### src/verilog/acs_params.svh
// register offsets, field positions, reset values and timing counts
// included by the package and the testbench; definitions only
`ifndef ACS_PARAMS_SVH
`define ACS_PARAMS_SVH
// byte offsets on the register bus
`define ACS_OFS_LEN    8'h00
`define ACS_OFS_RATE   8'h04
`define ACS_OFS_G13    8'h08
`define ACS_OFS_OFF3   8'h0C
`define ACS_OFS_CTRL   8'h10
`define ACS_OFS_RES    8'h14
// field positions
`define ACS_POS_START  7
`define ACS_POS_NEXP   5
`define ACS_POS_REXP   2
`define ACS_POS_CONT   1
`define ACS_POS_FS     6
`define ACS_POS_G2     4
`define ACS_POS_G1     7
`define ACS_POS_BUSY   7
`define ACS_POS_DEF    6
// reset and restore values
`define ACS_DEF_NEXP   2'h1
`define ACS_DEF_REXP   3'h2
`define ACS_DEF_FS     2'h0
`define ACS_DEF_G3     7'h0C
// over-sampling periods spent opening and closing a conversion
`define ACS_PRE_TICKS  11'h002
`define ACS_POST_TICKS 11'h002
`endif

### src/verilog/acs_pkg.sv
// types shared by the conversion sequencer
// assumes acs_params.svh is on the include path
package acs_pkg;
  `include "acs_params.svh"
  // live or latched conversion settings
  typedef struct packed {
    logic       cont;  // continuous mode
    logic [1:0] nexp;  // elem_count_exponent
    logic [2:0] rexp;  // ratio_exponent
    logic [1:0] fs;    // sample_rate_sel
    logic       g1;    // stage1_gain_sel
    logic [1:0] g2;    // stage2_gain_sel
    logic [3:0] off2;  // stage2_offset_code
    logic [6:0] g3;    // stage3_gain_code
    logic [6:0] off3;  // stage3_offset_code
    logic [1:0] bg;    // bandgap mode
  } acs_cfg_t;
  // sequencer phases
  typedef enum logic [2:0] {
    S_IDLE, S_PRE, S_ELEM, S_QUANT, S_POST
  } acs_state_t;
endpackage

### src/verilog/acs_sequencer.sv
// apb register file, amplifier code decode and conversion sequencer
// assumes a free-running 4 mhz oscillator on osc_4mhz and a modulator
// that posts one signed result per elementary conversion on elem_valid
//
// Local design decisions: the address map and the APB register port.
`timescale 1ns/1ps
module acs_sequencer
  import acs_pkg::*;
(
  input  wire logic        pclk,           // bus clock, 50 mhz
  input  wire logic        presetn,        // async reset, low
  input  wire logic [7:0]  paddr,          // apb byte address
  input  wire logic        psel,           // apb select
  input  wire logic        penable,        // apb access phase
  input  wire logic        pwrite,         // apb direction
  input  wire logic [31:0] pwdata,         // apb write data
  output logic      [31:0] prdata,         // apb read data
  output logic             pready,         // apb ready
  output logic             pslverr,        // apb unmapped access
  input  wire logic        osc_4mhz,       // oscillator pin
  input  wire logic [15:0] elem_data,      // elementary result
  input  wire logic        elem_valid,     // elementary result strobe
  output logic             stage1_x10,     // stage one gain ten
  output logic      [3:0]  stage2_gain,    // stage two gain value
  output logic             stage2_off_neg, // stage two offset sign
  output logic      [2:0]  stage2_off_mag, // offset in 0.2 steps
  output logic      [6:0]  stage3_gain,    // gain in twelfths
  output logic             stage3_off_neg, // stage three offset sign
  output logic      [5:0]  stage3_off_mag, // offset in twelfths
  output logic             fs_tick,        // over-sampling strobe
  output logic             elem_begin,     // elementary start strobe
  output logic             quant_go,       // final quantisation strobe
  output logic             chop_pol,       // offset chop polarity
  output logic             bandgap_hi,     // bandgap state
  output logic             busy,           // conversion running
  output logic             conv_done,      // conversion end strobe
  output logic      [15:0] result          // averaged result
);

  acs_cfg_t       cfg_r;        // live settings
  acs_cfg_t       lat_r;        // settings of running conversion
  acs_cfg_t       go_cfg;       // settings taken at start
  acs_cfg_t       def_cfg;      // restore values
  acs_state_t     st_r;         // sequencer phase
  acs_state_t     st_nxt;       // next phase
  logic [31:0]    prdata_r;     // read data register
  logic           pready_r;     // ready register
  logic           pslverr_r;    // error register
  logic [31:0]    rd_nxt;       // read mux
  logic           hit;          // address is mapped
  logic           wr_en;        // write takes effect
  logic           def_wr;       // restore bit written
  logic           start_wr;     // start or continuous set written
  logic           pend_r;       // queued start
  logic           go;           // conversion begins this cycle
  logic [2:0]     osc_s_r;      // oscillator synchroniser
  logic           osc_lvl_r;    // filtered oscillator level
  logic           osc_edge;     // filtered rising edge
  logic [5:0]     div_r;        // oscillator divider
  logic [5:0]     div_lim;      // divider terminal count
  logic           fs_tick_r;    // over-sampling strobe
  logic [10:0]    tick_r;       // periods within phase
  logic [10:0]    osr_val;      // oversampling_ratio
  logic [3:0]     elem_r;       // elementary index
  logic [3:0]     elem_last;    // last elementary index
  logic           ph_end;       // phase ends at this tick
  logic           elem_next;    // next elementary conversion
  logic           post_end;     // conversion ends
  logic signed [18:0] acc_r;    // sum of elementary results
  logic           elem_begin_r; // elementary start strobe
  logic           quant_r;      // quantisation strobe
  logic           chop_r;       // chop polarity
  logic           bg_r;         // bandgap state
  logic           busy_r;       // busy flag
  logic           done_r;       // done strobe
  logic [15:0]    result_r;     // averaged result
  logic           s1x10_r;      // decoded stage one gain
  logic [3:0]     s2g_r;        // decoded stage two gain
  logic           s2n_r;        // stage two sign
  logic [2:0]     s2m_r;        // stage two magnitude
  logic [6:0]     s3g_r;        // stage three gain
  logic           s3n_r;        // stage three sign
  logic [5:0]     s3m_r;        // stage three magnitude

  // restore values
  always_comb begin
    def_cfg      = '0;
    def_cfg.nexp = `ACS_DEF_NEXP;
    def_cfg.rexp = `ACS_DEF_REXP;
    def_cfg.fs   = `ACS_DEF_FS;
    def_cfg.g3   = `ACS_DEF_G3;
  end

  // bus decode
  assign wr_en    = psel & penable & pready_r & pwrite;
  assign def_wr   = wr_en & (paddr == `ACS_OFS_CTRL) & pwdata[`ACS_POS_DEF];
  assign start_wr = wr_en & (paddr == `ACS_OFS_LEN) &
                    (pwdata[`ACS_POS_START] | pwdata[`ACS_POS_CONT]);

  // read mux, start and restore bits read zero
  always_comb begin
    rd_nxt = '0;
    hit    = 1'b1;
    case (paddr)
      `ACS_OFS_LEN: begin
        rd_nxt[`ACS_POS_NEXP+:2] = cfg_r.nexp;
        rd_nxt[`ACS_POS_REXP+:3] = cfg_r.rexp;
        rd_nxt[`ACS_POS_CONT]    = cfg_r.cont;
      end
      `ACS_OFS_RATE: rd_nxt[7:0] = {cfg_r.fs, cfg_r.g2, cfg_r.off2};
      `ACS_OFS_G13:  rd_nxt[7:0] = {cfg_r.g1, cfg_r.g3};
      `ACS_OFS_OFF3: rd_nxt[6:0] = cfg_r.off3;
      `ACS_OFS_CTRL: begin
        rd_nxt[`ACS_POS_BUSY] = busy_r;
        rd_nxt[1:0]           = cfg_r.bg;
      end
      `ACS_OFS_RES:  rd_nxt[15:0] = result_r;
      default:       hit = 1'b0;
    endcase
  end

  // apb answer, one cycle after setup
  always_ff @(posedge pclk or negedge presetn) begin
    if (!presetn) begin
      pready_r  <= 1'b0;
      prdata_r  <= '0;
      pslverr_r <= 1'b0;
    end else begin
      pready_r  <= psel & ~penable;
      pslverr_r <= psel & ~penable & ~hit;
      if (psel & ~penable) begin
        prdata_r <= rd_nxt;
      end
    end
  end

  // configuration registers
  always_ff @(posedge pclk or negedge presetn) begin
    if (!presetn) begin
      cfg_r      <= '0;
      cfg_r.nexp <= `ACS_DEF_NEXP;
      cfg_r.rexp <= `ACS_DEF_REXP;
      cfg_r.g3   <= `ACS_DEF_G3;
    end else if (def_wr) begin
      cfg_r <= def_cfg;
    end else if (wr_en) begin
      case (paddr)
        `ACS_OFS_LEN: begin
          cfg_r.nexp <= pwdata[`ACS_POS_NEXP+:2];
          cfg_r.rexp <= pwdata[`ACS_POS_REXP+:3];
          cfg_r.cont <= pwdata[`ACS_POS_CONT];
        end
        `ACS_OFS_RATE: begin
          cfg_r.fs   <= pwdata[`ACS_POS_FS+:2];
          cfg_r.g2   <= pwdata[`ACS_POS_G2+:2];
          cfg_r.off2 <= pwdata[3:0];
        end
        `ACS_OFS_G13: begin
          cfg_r.g1 <= pwdata[`ACS_POS_G1];
          cfg_r.g3 <= pwdata[6:0];
        end
        `ACS_OFS_OFF3: cfg_r.off3 <= pwdata[6:0];
        `ACS_OFS_CTRL: cfg_r.bg   <= pwdata[1:0];
        default: ;
      endcase
    end
  end

  // queued start waits for the running conversion
  always_ff @(posedge pclk or negedge presetn) begin
    if (!presetn) begin
      pend_r <= 1'b0;
    end else if (start_wr) begin
      pend_r <= 1'b1;
    end else if (go) begin
      pend_r <= 1'b0;
    end
  end

  // oscillator pin: three flops, change counts when two and three agree
  always_ff @(posedge pclk or negedge presetn) begin
    if (!presetn) begin
      osc_s_r   <= '0;
      osc_lvl_r <= 1'b0;
    end else begin
      osc_s_r <= {osc_s_r[1:0], osc_4mhz};
      if (osc_s_r[1] == osc_s_r[2]) begin
        osc_lvl_r <= osc_s_r[2];
      end
    end
  end
  assign osc_edge = (osc_s_r[1] == osc_s_r[2]) & osc_s_r[2] & ~osc_lvl_r;

  // over-sampling divider: 64, 32, 16 or 8 oscillator periods
  assign div_lim = 6'((7'h40 >> lat_r.fs) - 7'h01);
  always_ff @(posedge pclk or negedge presetn) begin
    if (!presetn) begin
      div_r     <= '0;
      fs_tick_r <= 1'b0;
    end else begin
      fs_tick_r <= osc_edge & (div_r >= div_lim);
      if (osc_edge) begin
        div_r <= (div_r >= div_lim) ? 6'h00 : div_r + 6'h01;
      end
    end
  end

  // sequence arithmetic
  assign osr_val   = 11'(11'h008 << lat_r.rexp);
  assign elem_last = 4'((5'h01 << lat_r.nexp) - 5'h01);
  assign go_cfg    = def_wr ? def_cfg : cfg_r;

  // phase ends
  always_comb begin
    ph_end = 1'b0;
    case (st_r)
      S_PRE:   ph_end = (tick_r == `ACS_PRE_TICKS - 11'h001);
      S_ELEM:  ph_end = (tick_r == osr_val);
      S_QUANT: ph_end = 1'b1;
      S_POST:  ph_end = (tick_r == `ACS_POST_TICKS - 11'h001);
      default: ph_end = 1'b0;
    endcase
  end
  assign elem_next = fs_tick_r & ph_end & (st_r == S_ELEM) &
                     (elem_r != elem_last);
  assign post_end  = fs_tick_r & ph_end & (st_r == S_POST);
  // restore aborts at once; a start waits for idle or the end
  assign go = def_wr | ((st_r == S_IDLE) & pend_r) |
              (post_end & (pend_r | cfg_r.cont));

  // next phase
  always_comb begin
    st_nxt = st_r;
    if (go) begin
      st_nxt = S_PRE;
    end else if (fs_tick_r & ph_end) begin
      case (st_r)
        S_PRE:   st_nxt = S_ELEM;
        S_ELEM:  st_nxt = (elem_r == elem_last) ? S_QUANT : S_ELEM;
        S_QUANT: st_nxt = S_POST;
        S_POST:  st_nxt = S_IDLE;
        default: st_nxt = S_IDLE;
      endcase
    end
  end

  // phase register and busy flag
  always_ff @(posedge pclk or negedge presetn) begin
    if (!presetn) begin
      st_r   <= S_IDLE;
      busy_r <= 1'b0;
    end else begin
      st_r   <= st_nxt;
      busy_r <= (st_nxt != S_IDLE);
    end
  end

  // settings latched at start
  always_ff @(posedge pclk or negedge presetn) begin
    if (!presetn) begin
      lat_r      <= '0;
      lat_r.nexp <= `ACS_DEF_NEXP;
      lat_r.rexp <= `ACS_DEF_REXP;
      lat_r.g3   <= `ACS_DEF_G3;
    end else if (go) begin
      lat_r <= go_cfg;
    end
  end

  // period and elementary counters
  always_ff @(posedge pclk or negedge presetn) begin
    if (!presetn) begin
      tick_r <= '0;
      elem_r <= '0;
    end else if (go) begin
      tick_r <= '0;
      elem_r <= '0;
    end else if (fs_tick_r) begin
      tick_r <= ph_end ? 11'h000 : tick_r + 11'h001;
      if (elem_next) begin
        elem_r <= elem_r + 4'h1;
      end
    end
  end

  // strobes toward the modulator and the conversion end strobe
  always_ff @(posedge pclk or negedge presetn) begin
    if (!presetn) begin
      elem_begin_r <= 1'b0;
      quant_r      <= 1'b0;
      done_r       <= 1'b0;
    end else begin
      elem_begin_r <= ~go & fs_tick_r & ph_end &
                      ((st_r == S_PRE) | elem_next);
      quant_r      <= ~go & (st_r != S_QUANT) & (st_nxt == S_QUANT);
      done_r       <= post_end & ~def_wr;
    end
  end

  // chop polarity and bandgap state
  always_ff @(posedge pclk or negedge presetn) begin
    if (!presetn) begin
      chop_r <= 1'b0;
      bg_r   <= 1'b0;
    end else if (go) begin
      chop_r <= 1'b0;
      bg_r   <= (go_cfg.bg == 2'h1);
    end else if (elem_next) begin
      chop_r <= ~chop_r;
      case (lat_r.bg)
        2'h2:    bg_r <= ~bg_r;
        2'h3:    bg_r <= elem_r[0] ? ~bg_r : bg_r;
        2'h1:    bg_r <= 1'b1;
        default: bg_r <= 1'b0;
      endcase
    end
  end

  // accumulate and average elementary results
  always_ff @(posedge pclk or negedge presetn) begin
    if (!presetn) begin
      acc_r    <= '0;
      result_r <= '0;
    end else if (go) begin
      acc_r <= '0;
    end else begin
      if (elem_valid & ((st_r == S_ELEM) | (st_r == S_QUANT))) begin
        acc_r <= acc_r + 19'(signed'(elem_data));
      end
      if (fs_tick_r & (st_r == S_QUANT)) begin
        result_r <= 16'(acc_r >>> lat_r.nexp);
      end
    end
  end

  // amplifier code decode from latched settings
  always_ff @(posedge pclk or negedge presetn) begin
    if (!presetn) begin
      s1x10_r <= 1'b0;
      s2g_r   <= 4'h1;
      s2n_r   <= 1'b0;
      s2m_r   <= '0;
      s3g_r   <= '0;
      s3n_r   <= 1'b0;
      s3m_r   <= '0;
    end else begin
      s1x10_r <= lat_r.g1;
      case (lat_r.g2)
        2'h0:    s2g_r <= 4'h1;
        2'h1:    s2g_r <= 4'h2;
        2'h2:    s2g_r <= 4'h5;
        default: s2g_r <= 4'hA;
      endcase
      s2n_r <= lat_r.off2[3];
      // magnitudes past one are clipped to one
      s2m_r <= (lat_r.off2[2:0] > 3'h5) ? 3'h5 : lat_r.off2[2:0];
      s3g_r <= lat_r.g3;
      s3n_r <= lat_r.off3[6];
      s3m_r <= lat_r.off3[5:0];
    end
  end

  // outputs
  assign prdata         = prdata_r;
  assign pready         = pready_r;
  assign pslverr        = pslverr_r;
  assign stage1_x10     = s1x10_r;
  assign stage2_gain    = s2g_r;
  assign stage2_off_neg = s2n_r;
  assign stage2_off_mag = s2m_r;
  assign stage3_gain    = s3g_r;
  assign stage3_off_neg = s3n_r;
  assign stage3_off_mag = s3m_r;
  assign fs_tick        = fs_tick_r;
  assign elem_begin     = elem_begin_r;
  assign quant_go       = quant_r;
  assign chop_pol       = chop_r;
  assign bandgap_hi     = bg_r;
  assign busy           = busy_r;
  assign conv_done      = done_r;
  assign result         = result_r;
endmodule

### config.mk
export PLATFORM = sky130hd
export DESIGN_NAME = acs_sequencer
export DESIGN_NICKNAME = d
export VERILOG_FILES = /design/src/verilog/acs_pkg.sv /design/src/verilog/acs_sequencer.sv
export VERILOG_INCLUDE_DIRS = /design/src /design/src/verilog
export SDC_FILE = /design/constraint.sdc
export NUM_CORES = 1
export LEC_CHECK = 0
export BUFFER_PORTS_ARGS = -buffer_cell sky130_fd_sc_hd__buf_4
export CAP_MARGIN = 25
export CORE_MARGIN = 1
export CORE_UTILIZATION = 62
export DETAILED_ROUTE_END_ITERATION = 10
export PLACE_DENSITY = 0.86
export SLEW_MARGIN = 20
export SYNTH_ARGS = -nofsm -noshare
export SYNTH_HDL_FRONTEND = slang
export SYNTH_SLANG_ARGS = --single-unit
### constraint.sdc
create_clock -name pclk -period 4 [get_ports pclk]
set_input_delay 0.2 -clock pclk [delete_from_list [all_inputs] [get_ports pclk]]
set_output_delay 0.2 -clock pclk [all_outputs]
set_load 0.01 [all_outputs]
==> results of run 1 <==
per-layer routing:
layer	GRT usage (%)	vias to the layer above	share of wire, %
met4	12.3	0	3.0
met1	41.1	3485	41
met3	5.90	40	6.0
met2	48.5	277	50
li1	-	3292	-
met5	0	-	0
worst reg2reg max path, delay by kind of cell, from the launching register on:
kind	cells	cell delay, ps
AND/OR/NAND/NOR	2	470
adder cells (fa/ha/maj)	2	660
XOR/XNOR	1	110
flip-flops	1	420
AO/OA/AOI/OAI	5	1380
path summary, 6_finish.rpt:
path	end	slack, ps	cells past startpoint
worst max-delay path	acc_r[18]$_DFFE_PN0P_	880	10
worst max register to register	acc_r[18]$_DFFE_PN0P_	880	10
min in group asynchronous	div_r[2]$_DFFE_PN0P_	190	2
max in group asynchronous	cfg_r[12]$_DFFE_PN1P_	2760	4
worst min-delay path	cfg_r[12]$_DFFE_PN1P_	30	3
worst min register to register	osc_s_r[1]$_DFF_PN0_	350	0
power groups by stage:
stage / Combinational (mW) / Clock, mW / Sequential [mW]
after floorplan: 0.158 / 0 / 1.84
after global placement: 0.240 / 0 / 1.84
after detailed placement: 0.248 / 0 / 1.85
after CTS: 0.253 / 1.61 / 1.81
after global routing: 0.289 / 1.69 / 1.82
final: 0.256 / 1.61 / 1.82
sequential cells by signal (all words and copies together) (netlist names), 6 cells and up:
register        flops
stage3_gain         7
acc_r              19
prdata             16
lat_r              30
result             16
div_r               6
stage3_off_mag      6
cfg_r              31
tick_r             11
final cells by class:
| class | count | area [um2] | share of cell area [%] |
|---|---|---|---|
| clock buffer | 21 | 470 | 4.52 |
| sequential | 173 | 4340 | 41.7 |
| tap | 180 | 225 | 2.17 |
| timing repair buffer | 113 | 910 | 8.75 |
| inverter | 15 | 56.3 | 0.541 |
| multi-input combinational | 653 | 4290 | 41.2 |
| clock inverter | 11 | 109 | 1.05 |
cells in the mapped netlist (5+ instances only):
library cell and instances:
a211oi_1 7, a21o_1 11, a21oi_1 63, a22oi_1 11
and2_1 6, and3_1 6, buf_2 7, buf_4 16
clkbuf_1 37, dfrtp_1 164, dfstp_2 9, ha_1 25
inv_1 15, mux2_2 7, mux2_4 10, mux2i_1 20
mux4_2 22, nand2_1 152, nand2b_1 5, nand3_1 57
nand3b_1 5, nor2_1 50, nor2b_1 13, nor3_1 18
nor3b_1 5, o21ai_0 57, o21bai_1 5, o31ai_1 6
or2_2 7, or3_1 10, xnor2_1 12, xor2_1 6
repair_timing:
action / 4_1_cts / 5_1_grt
hold buffers: 2 / 0
buffers inserted: 0 / 0
resized for setup: 0 / 0
endpoints found under the hold margin: 103 / 0
kinds of logic (layout without fill, tap and decap cells):
| family | Yosys count | in the layout |
|---|---|---|
| AO/OA/AOI/OAI | 185 | 185 |
| AND/OR/NAND/NOR | 348 | 348 |
| XOR/XNOR | 19 | 19 |
| flip-flops | 173 | 173 |
| buffers and inverters | 81 | 160 |
| multiplexers | 59 | 59 |
| other | 1 | 16 |
| adder cells (fa/ha/maj) | 26 | 26 |
==> metrics, run 1 <==
Synth area leader=dfrtp_1; IO Pins=143; post-synthesis register bit count=between 150 and 200; TritonCTS Buffers=17; Pint=2.80 mW; Switching Share=23.8%; Core Util, Final=74.3%; die height=approximately 120 um; Pwr Total=3.68 mW; clock-pin slew on the worst setup and hold paths=70 ps; largest net degree at the start of global routing=108; outcome=finished clean; Clock Skews=11.4 ps; Post-Synth Adder-Cell Area=3.71%; Antenna Nets Post-Route=0; syn avg cell area=just over 10 um2; first-pass GRT wire length=between 30,000 and 40,000 um; Netlist cell types=67; Primary FF master, synth=dfrtp_1; Synth Instances=about 900; Final Hold Vio Count=0; area delta synth->final=16.0%; Final #Nets=1,062; Finished Layout Cells=approximately 1,200; routability cong.=between 0.8 and 0.9; Max-slew headroom=44.2%; post-detail-place hpwl=14,200 um; vias per inst=6.08; WL/cell=18.2 um; Worst Max-Slew Pin Slew=835 ps; Critical Path Start Type=register; RR Startpoint=acc_r[0]$_DFFE_PN0P_; H-tree Lvls=4; Seq pwr share=between 40% and 50%; Post-Place Worst Slack=~970 ps; CTS tree=yes; Req. time, crit path=approximately 4400 ps; Switch Pwr=0.877 mW; leading cell type in the layout, fill and taps excluded=dfrtp_1; Starting Density=64.1%; Die X=roughly 120 um; Synth area leaders=dfrtp_1, nand2_1, mux4_2; Final Cycle Share=77.9%; Post-DP Area=roughly 0.0097 mm2; Design Area, Final=0.0104 mm2; Synth top area share=between 40% and 50%; share of cells above drive strength 1=21.6%; WL final=roughly 21,000 um; main combinational cell family by area after synthesis=simple AND/OR/NAND/NOR gates; Async SR Flop Fraction=100%; power share of the combinational group=under 10%; VDD IR max=about 310 uV; PwrDens=354 mW/mm2; CP max stage delay=420 ps; Cell Area, Synth=0.00897 mm2; EDFF count, synth=0; grt ovf=0; final setup vio count=0; register area share after synthesis=48.4%; Max Cap Viol=0; final number of max-transition violations=0; hold path start=pwdata[3]; Antenna diodes=0; Hold Slack=roughly 26 ps; All-Layer GR Usage=between 30% and 40%; die area=0.0150 mm2; f_max=0.321 GHz; kind of cell adding the most delay to the critical path=compound AO/OA/AOI/OAI gates; synth warn=0; synthesized-area fraction occupied by and/or/nand/nor cells=18.3%; post-synthesis mux area share=10.3%; # fillers=923; Cell Rows=43; CP Class=reg -> reg; vias in the first global route=6,695; Clock power frac=43.7%; Max Buffers Root-to-Sink=2; xor and xnor area share after synthesis=1.94%; fin crit period=3120 ps; hold crit path type=in -> reg; CP arrival=3460 ps; PortBufs=102; TritonRoute pass-1 iters=5; Root Buffer=clkbuf_16; Crit. Startpoint=acc_r[0]$_DFFE_PN0P_; post-synthesis compound-gate area fraction=12.9%; Leak=5.04 nW; crit-path max FO=3; most frequent cells in the layout=dfrtp_1, nand2_1, buf_4; buffers and inverters on the worst path=0; slowest CP cell=dfrtp_1; # DRC=0; Worst setup EP type=register; Clock Latency Late Sink=430 ps; RSZ-0062 raised after global routing=false; final setup TNS=0 ps; clk sinks=approximately 170; core area=0.0140 mm2; DR vias=roughly 7,100; CP cell instances=ha_1, fa_1, a211oi_1, o21ai_0, a21boi_0, nor3_1, o31ai_1, xor2_1, or3_1, a21oi_1; Iter 0 DRT Violations=around 540; setup ws final=a little under 900 ps; Inst Count DP=1,129; initial antenna violation count=0
Note: power is estimated with default switching activity, not from simulation.
==> run 2, diff against run 1 <==
--- a/config.mk
+++ b/config.mk
@@ -6,12 +6,13 @@
 export SDC_FILE = /design/constraint.sdc
 export NUM_CORES = 1
 export LEC_CHECK = 0
+export ABC_AREA = 1
 export BUFFER_PORTS_ARGS = -buffer_cell sky130_fd_sc_hd__buf_4
 export CAP_MARGIN = 25
 export CORE_MARGIN = 1
-export CORE_UTILIZATION = 62
+export CORE_UTILIZATION = 57
 export DETAILED_ROUTE_END_ITERATION = 10
-export PLACE_DENSITY = 0.86
+export PLACE_DENSITY = 0.8
 export SLEW_MARGIN = 20
 export SYNTH_ARGS = -nofsm -noshare
 export SYNTH_HDL_FRONTEND = slang
==> constraint.sdc (replaced) <==
create_clock -name pclk -period 3 [get_ports pclk]
set_input_delay 0.15 -clock pclk [delete_from_list [all_inputs] [get_ports pclk]]
set_output_delay 0.15 -clock pclk [all_outputs]
set_load 0.01 [all_outputs]
==> run 2 against run 1 <==
Worst setup slack got worse by 470 ps. Register-to-register slack worse by 470 ps. Critical path depth grew 5. Power increased by 33%. Maximum frequency is 20% higher. Die area up 6.2%. Critical path type unchanged. Largest cell class unchanged.
==> metrics, run 2 <==
outcome=finished clean; Met3 Wirelength=1320 um; CTS tree=yes; Leak=5.19 nW; RSZ-0062 raised after global routing=false; CP cell instances=inv_1, nand2_1, nand2_1, nand2_1, xor2_1, nor2_1, nand2_1, nand2_2, nand4_4, nand2_4, inv_6, nand2_8, inv_1, nand2_1, nand2_1; top cells by count, synth=nand2_1, dfrtp_1, o21ai_0, inv_1, nand3_1; Synth area leaders=dfrtp_1, nand2_1, o21ai_0; fin crit period=2590 ps; die area=0.0159 mm2; Antenna diodes=0; TritonRoute pass-1 iters=5; Inst Count DP=between 1,000 and 1,500; most common cell in the netlist=nand2_1; hold path start=pwdata[3]; Worst setup EP type=register; Finished Layout Cells=1,361; All-Layer GR Usage=between 20% and 30%; Clock Skews=around 10 ps; Hold Crit Depth=3; Worst path most repeated cell=nand2_1; xor and xnor area share after synthesis=3.20%; largest reg by FF count=cfg_r; first-pass GRT wire length=35,500 um; Async SR Flop Fraction=100%; leading cell type in the layout, fill and taps excluded=nand2_1; vias in the first global route=7,226; RR Startpoint=st_r[2]$_DFF_PN0_; largest net degree at the start of global routing=81; clock-pin slew on the worst setup and hold paths=approximately 70 ps; Post-CTS Setup Bufs=0; PwrDens=476 mW/mm2; Antenna Nets Post-Route=0; PortBufs=102; clk sinks=around 170; Cell Rows=44; slowest CP cell=dfrtp_1; IO Pins=143; Final Cycle Share=a little under nine tenths; Final Hold Vio Count=0; Max-slew headroom=30.1%; synth warn=0; TritonCTS Buffers=17; Final #Nets=approximately 1,300; Cell Area, Synth=0.00876 mm2; core area=0.0148 mm2; CP arrival=2920 ps; hold crit path type=in -> reg; grt ovf=0; Crit. Startpoint=st_r[2]$_DFF_PN0_; kind of cell adding the most delay to the critical path=simple AND/OR/NAND/NOR gates; post-synthesis compound-gate area fraction=12.7%; buffers and inverters on the worst path=3; initial antenna violation count=0; Seq. cell area=0.00434 mm2; f_max=0.386 GHz; post-synthesis mux area share=less than 1%; CP max stage delay=420 ps; Iter 0 DRT Violations=602; Synth top area share=46.8%; most frequent cells in the layout=nand2_1, dfrtp_1, o21ai_0; Netlist cell types=51; register area share after synthesis=between 40% and 50%; main combinational cell family by area after synthesis=simple AND/OR/NAND/NOR gates; WL final=21,000 um; Worst R2R End=result[1]$_DFFE_PN0P_; syn avg cell area=8.26 um2; synthesized-area fraction occupied by and/or/nand/nor cells=22.9%; Hold Path End=cfg_r[19]$_DFFE_PN0P_; area of the multi-input gates=0.00381 mm2; Clock Latency Late Sink=430 ps; Max Buffers Root-to-Sink=2; highest metal used=met4; max FFs per register=31; r2r worst-path depth=15; vias per inst=around 5.6; post-synthesis register bit count=about 170; Met1 Wirelength=a little over 9000 um; routability cong.=around 0.94; Starting Density=59.4%; final setup vio count=0; Largest regs=cfg_r: 31 flops, lat_r: 30 flops, acc_r: 19 flops; die height=126 um; # DRC=0; Pwr Total=between 4 and 5 mW; Root Buffer=clkbuf_16; area delta synth->final=16.9%; crit-path max FO=28; Max Cap Viol=0; EDFF count, synth=0; DR vias=~7,600; Synth area leader=dfrtp_1; register-to-register setup slack=410 ps; H-tree Lvls=4; # fillers=about 1,200; CP Class=reg -> reg; Synth Instances=1,061; Worst Max-Slew Pin Slew=1040 ps; share of cells above drive strength 1=14.1%; Primary FF master, synth=dfrtp_1; Critical Path Start Type=register; final number of max-transition violations=0; final setup TNS=0 ps; Die X=between 100 and 150 um; VDD IR max=just under 400 uV; Req. time, crit path=approximately 3300 ps; Post-Synth Adder-Cell Area=3.80%; post-detail-place hpwl=15,200 um; WL/cell=15.5 um; met2 wire length=9980 um
==> run 2: worst max path at each step <==
| stage | to | depth (start not counted) | slack (ps) |
|---|---|---|---|
| 4_1_cts | result[1]$_DFFE_PN0P_ | 15 | 280 |
| 6_report | result[1]$_DFFE_PN0P_ | 15 | 410 |
| 2_1_floorplan | elem_r[2]$_DFFE_PN0P_ | 16 | 910 |
| 3_5_place_dp | result[13]$_DFFE_PN0P_ | 15 | 280 |
| 5_1_grt | result[1]$_DFFE_PN0P_ | 16 | 160 |
| 3_3_place_gp | result[1]$_DFFE_PN0P_ | 15 | 320 |
==> run 2: cells by family after synthesis <==
kind of cell	count (synthesis)
AND/OR/NAND/NOR	479
AO/OA/AOI/OAI	202
flip-flops	173
buffers and inverters	147
XOR/XNOR	32
adder cells (fa/ha/maj)	26
other	1
multiplexers	1
==> run 2: what timing repair did <==
item	in CTS	in global routing
endpoints found under the hold margin	74	0
hold buffers	5	0
endpoints found under the setup margin	0	1
gates resized for setup	0	1
==> run 2: cell type report <==
cell class                      count  share of cell area (%)
Tap cell                          184                    2.25
Multi-Input combinational cell    756                    37.2
Clock inverter                     14                    1.44
Timing Repair Buffer              117                    8.86
Sequential cell                   173                    42.4
Inverter                           99                    3.68
Clock buffer                       18                    4.19
==> run 2: worst register-to-register path: stages (launching register included) <==
cell	delay (ps)
dfrtp_1	420
inv_1	160
nand2_1	70
nand2_1	280
nand2_1	120
xor2_1	160
nor2_1	120
nand2_1	70
nand2_2	110
nand4_4	130
nand2_4	250
inv_6	150
nand2_8	190
inv_1	130
nand2_1	80
nand2_1	40
==> run 2: metal layers <==
metal | vias up | GRT usage, %
met5 | - | 0
met4 | 0 | 10.8
met3 | 49 | 5.35
met2 | 276 | 45.6
met1 | 3593 | 38.5
li1 | 3657 | -
==> run 2: where the power goes <==
part           switching (mW)  internal [mW]
sequential             0.0400           2.38
clock                    1.05           1.11
combinational           0.176          0.119
total                    1.26           3.61
==> run 2: through the flow <==
| stage | setup slack, ps | cell area, um2 | hold slack (ps) | utilization (%) |
|---|---|---|---|---|
| 2_1_floorplan | 907 | 8820 | -146 | - |
| 3_3_place_gp | 319 | 9610 | 229 | 65.1 |
| 3_5_place_dp | 279 | 9610 | 235 | 65.1 |
| 4_1_cts | 276 | 10200 | 10.9 | 69.4 |
| 5_1_grt | 158 | 10200 | 19.2 | 69.4 |
| 6_report | 408 | 10200 | 25.7 | 69.4 |
==> run 3, diff against run 2 <==
--- a/config.mk
+++ b/config.mk
@@ -12,6 +12,7 @@
 export CORE_MARGIN = 1
 export CORE_UTILIZATION = 57
 export DETAILED_ROUTE_END_ITERATION = 10
+export HOLD_SLACK_MARGIN = 0.03
 export PLACE_DENSITY = 0.8
 export SLEW_MARGIN = 20
 export SYNTH_ARGS = -nofsm -noshare
==> run 3 against run 2 <==
Final area increased by 0.20%. Highest routed layer unchanged. First-iteration DRC count grew 6.0%. Critical path type unchanged. Utilization increased by 0.14 points. Sequential share of layout area shrank 0.083 points. Combinational power about the same. Clock power barely moved. Largest cell class unchanged. Hold slack improved by 16 ps. Sequential power hardly changed. Non-clock buffer count rose by 2. Global-route usage about the same. Count of clock-buffer cells in the layout is the same.
==> metrics, run 3 (synthesis results as in run 2) <==
WL final=between 20,000 and 25,000 um; first-pass GRT wire length=between 30,000 and 40,000 um; CP Class=reg -> reg; TritonCTS Buffers=17; clock-pin slew on the worst setup and hold paths=70 ps; Clock Skews=10.9 ps; final setup TNS=0 ps; H-tree Lvls=4; Clock Latency Late Sink=between 400 and 500 ps; area delta synth->final=17.1%; RSZ-0062 raised after global routing=false; fin crit period=2590 ps; Crit. Startpoint=st_r[2]$_DFF_PN0_; Antenna diodes=0; Final Cycle Share=86.5%; final setup vio count=0; crit-path max FO=28; Req. time, crit path=3330 ps; CP cell instances=inv_1, nand2_1, nand2_1, nand2_1, xor2_1, nor2_1, nand2_1, nand2_2, nand4_4, nand2_4, inv_6, nand2_8, inv_1, nand2_1, nand2_1; VDD IR max=395 uV; share of cells above drive strength 1=approximately 14%; Cell Rows=44; # DRC=0; post-detail-place hpwl=15,200 um; Hold Slack=roughly 41 ps; Starting Density=between 50% and 60%; vias per inst=5.54; Critical Path Start Type=register; Final #Nets=1,255; die height=126 um; clk sinks=173; crit path to=result[1]$_DFFE_PN0P_; PortBufs=102; # fillers=1,171; Post-DP Area=0.00961 mm2; Post-CTS Setup Bufs=0; TritonRoute pass-1 iters=5; hold crit path type=in -> reg; max FFs per register=31; routability cong.=0.938; PwrDens=~480 mW/mm2; Worst path most repeated cell=nand2_1; initial antenna violation count=0; f_max=around 0.39 GHz; CTS tree=yes; Leak=between 5 and 6 nW; Design Area, Final=around 0.010 mm2; final number of max-transition violations=0; Final Hold Vio Count=0; core area=0.0148 mm2; Inst Count DP=between 1,000 and 1,500; CP max stage delay=roughly 420 ps; Max Cap Viol=0; die area=approximately 0.016 mm2; Max-slew headroom=roughly 34%; most frequent cells in the layout=nand2_1, dfrtp_1, o21ai_0; DR vias=7,549; r2r worst-path depth=15; grt ovf=0; Worst R2R End=result[1]$_DFFE_PN0P_; outcome=finished clean; slowest CP cell=dfrtp_1; Antenna Nets Post-Route=0; Root Buffer=clkbuf_16; CP arrival=2930 ps; Finished Layout Cells=between 1,000 and 1,500; register-to-register setup slack=~400 ps; Max Buffers Root-to-Sink=2; largest reg by FF count=cfg_r; leading cell type in the layout, fill and taps excluded=nand2_1; Die X=126 um; Worst setup EP type=register; Largest regs=cfg_r: 31 flops, lat_r: 30 flops, acc_r: 19 flops; All-Layer GR Usage=28.5%; WL/cell=15.4 um; RR Startpoint=st_r[2]$_DFF_PN0_; Iter 0 DRT Violations=approximately 640; vias in the first global route=7,240; Worst Max-Slew Pin Slew=977 ps; IO Pins=143; largest net degree at the start of global routing=81
-- run 3: cell count changes in the layout (fill, tap and decap cells not counted) --
cell           change
dlygate4sd3_1      +2
-- run 3: worst min path at each step --
stage | cells past startpoint | start | endpoint | slack [ps]
3_3_place_gp | 1 | presetn | tick_r[6]$_DFFE_PN0P_ | 230
3_5_place_dp | 1 | presetn | tick_r[7]$_DFFE_PN0P_ | 230
2_1_floorplan | 0 | presetn | acc_r[0]$_DFFE_PN0P_ | -150
4_1_cts | 4 | elem_data[0] | acc_r[0]$_DFFE_PN0P_ | 40
5_1_grt | 3 | pwdata[7] | cfg_r[24]$_DFFE_PN0P_ | 80
6_report | 4 | elem_data[0] | acc_r[0]$_DFFE_PN0P_ | 40
-- run 3: repair_timing --
item,4_1_cts,5_1_grt
resized for setup,0,1
setup endpoints to repair,0,1
endpoints found under the hold margin,77,0
hold buffers,7,0
-- run 3: cell type report --
class	instances	area (um2)	area share (%)
Sequential cell	173	4340	42.3
Multi-Input combinational cell	756	3810	37.1
Timing Repair Buffer	119	927	9.03
Clock buffer	18	429	4.18
Inverter	99	377	3.67
Tap cell	184	230	2.24
Clock inverter	14	148	1.44
-- run 3: worst max-delay path, delay by kind of cell (launching register included) --
| kind | cells | cell delay, ps |
|---|---|---|
| buffers and inverters | 3 | 440 |
| DFF | 1 | 420 |
| and+or+nand+nor | 11 | 1450 |
| xor gates and xnor gates | 1 | 160 |
-- run 3: per-layer routing --
layer / up-vias / wire, um / GRT usage [%]
met2: 273 / 9960 / 45.7
met1: 3567 / 9240 / 38.5
met3: 46 / 1350 / 5.35
met4: 0 / 485 / 10.8
met5: - / 0 / 0
li1: 3663 / - / -
-- run 3: metrics by stage --
step	setup WS [ps]	utilization (%)	power [mW]
finish	405	69.6	4.87
global route	158	69.6	5.04
CTS	276	69.5	4.89
detailed placement	279	65.1	2.76
global placement	319	65.1	2.74
floorplan	907	-	2.61
-- run 3: power breakdown --
part | internal [mW] | switching, mW | leakage, nW
combinational | 0.121 | 0.176 | 2.59
clock | 1.11 | 1.05 | 0.277
sequential | 2.38 | 0.0400 | 2.34
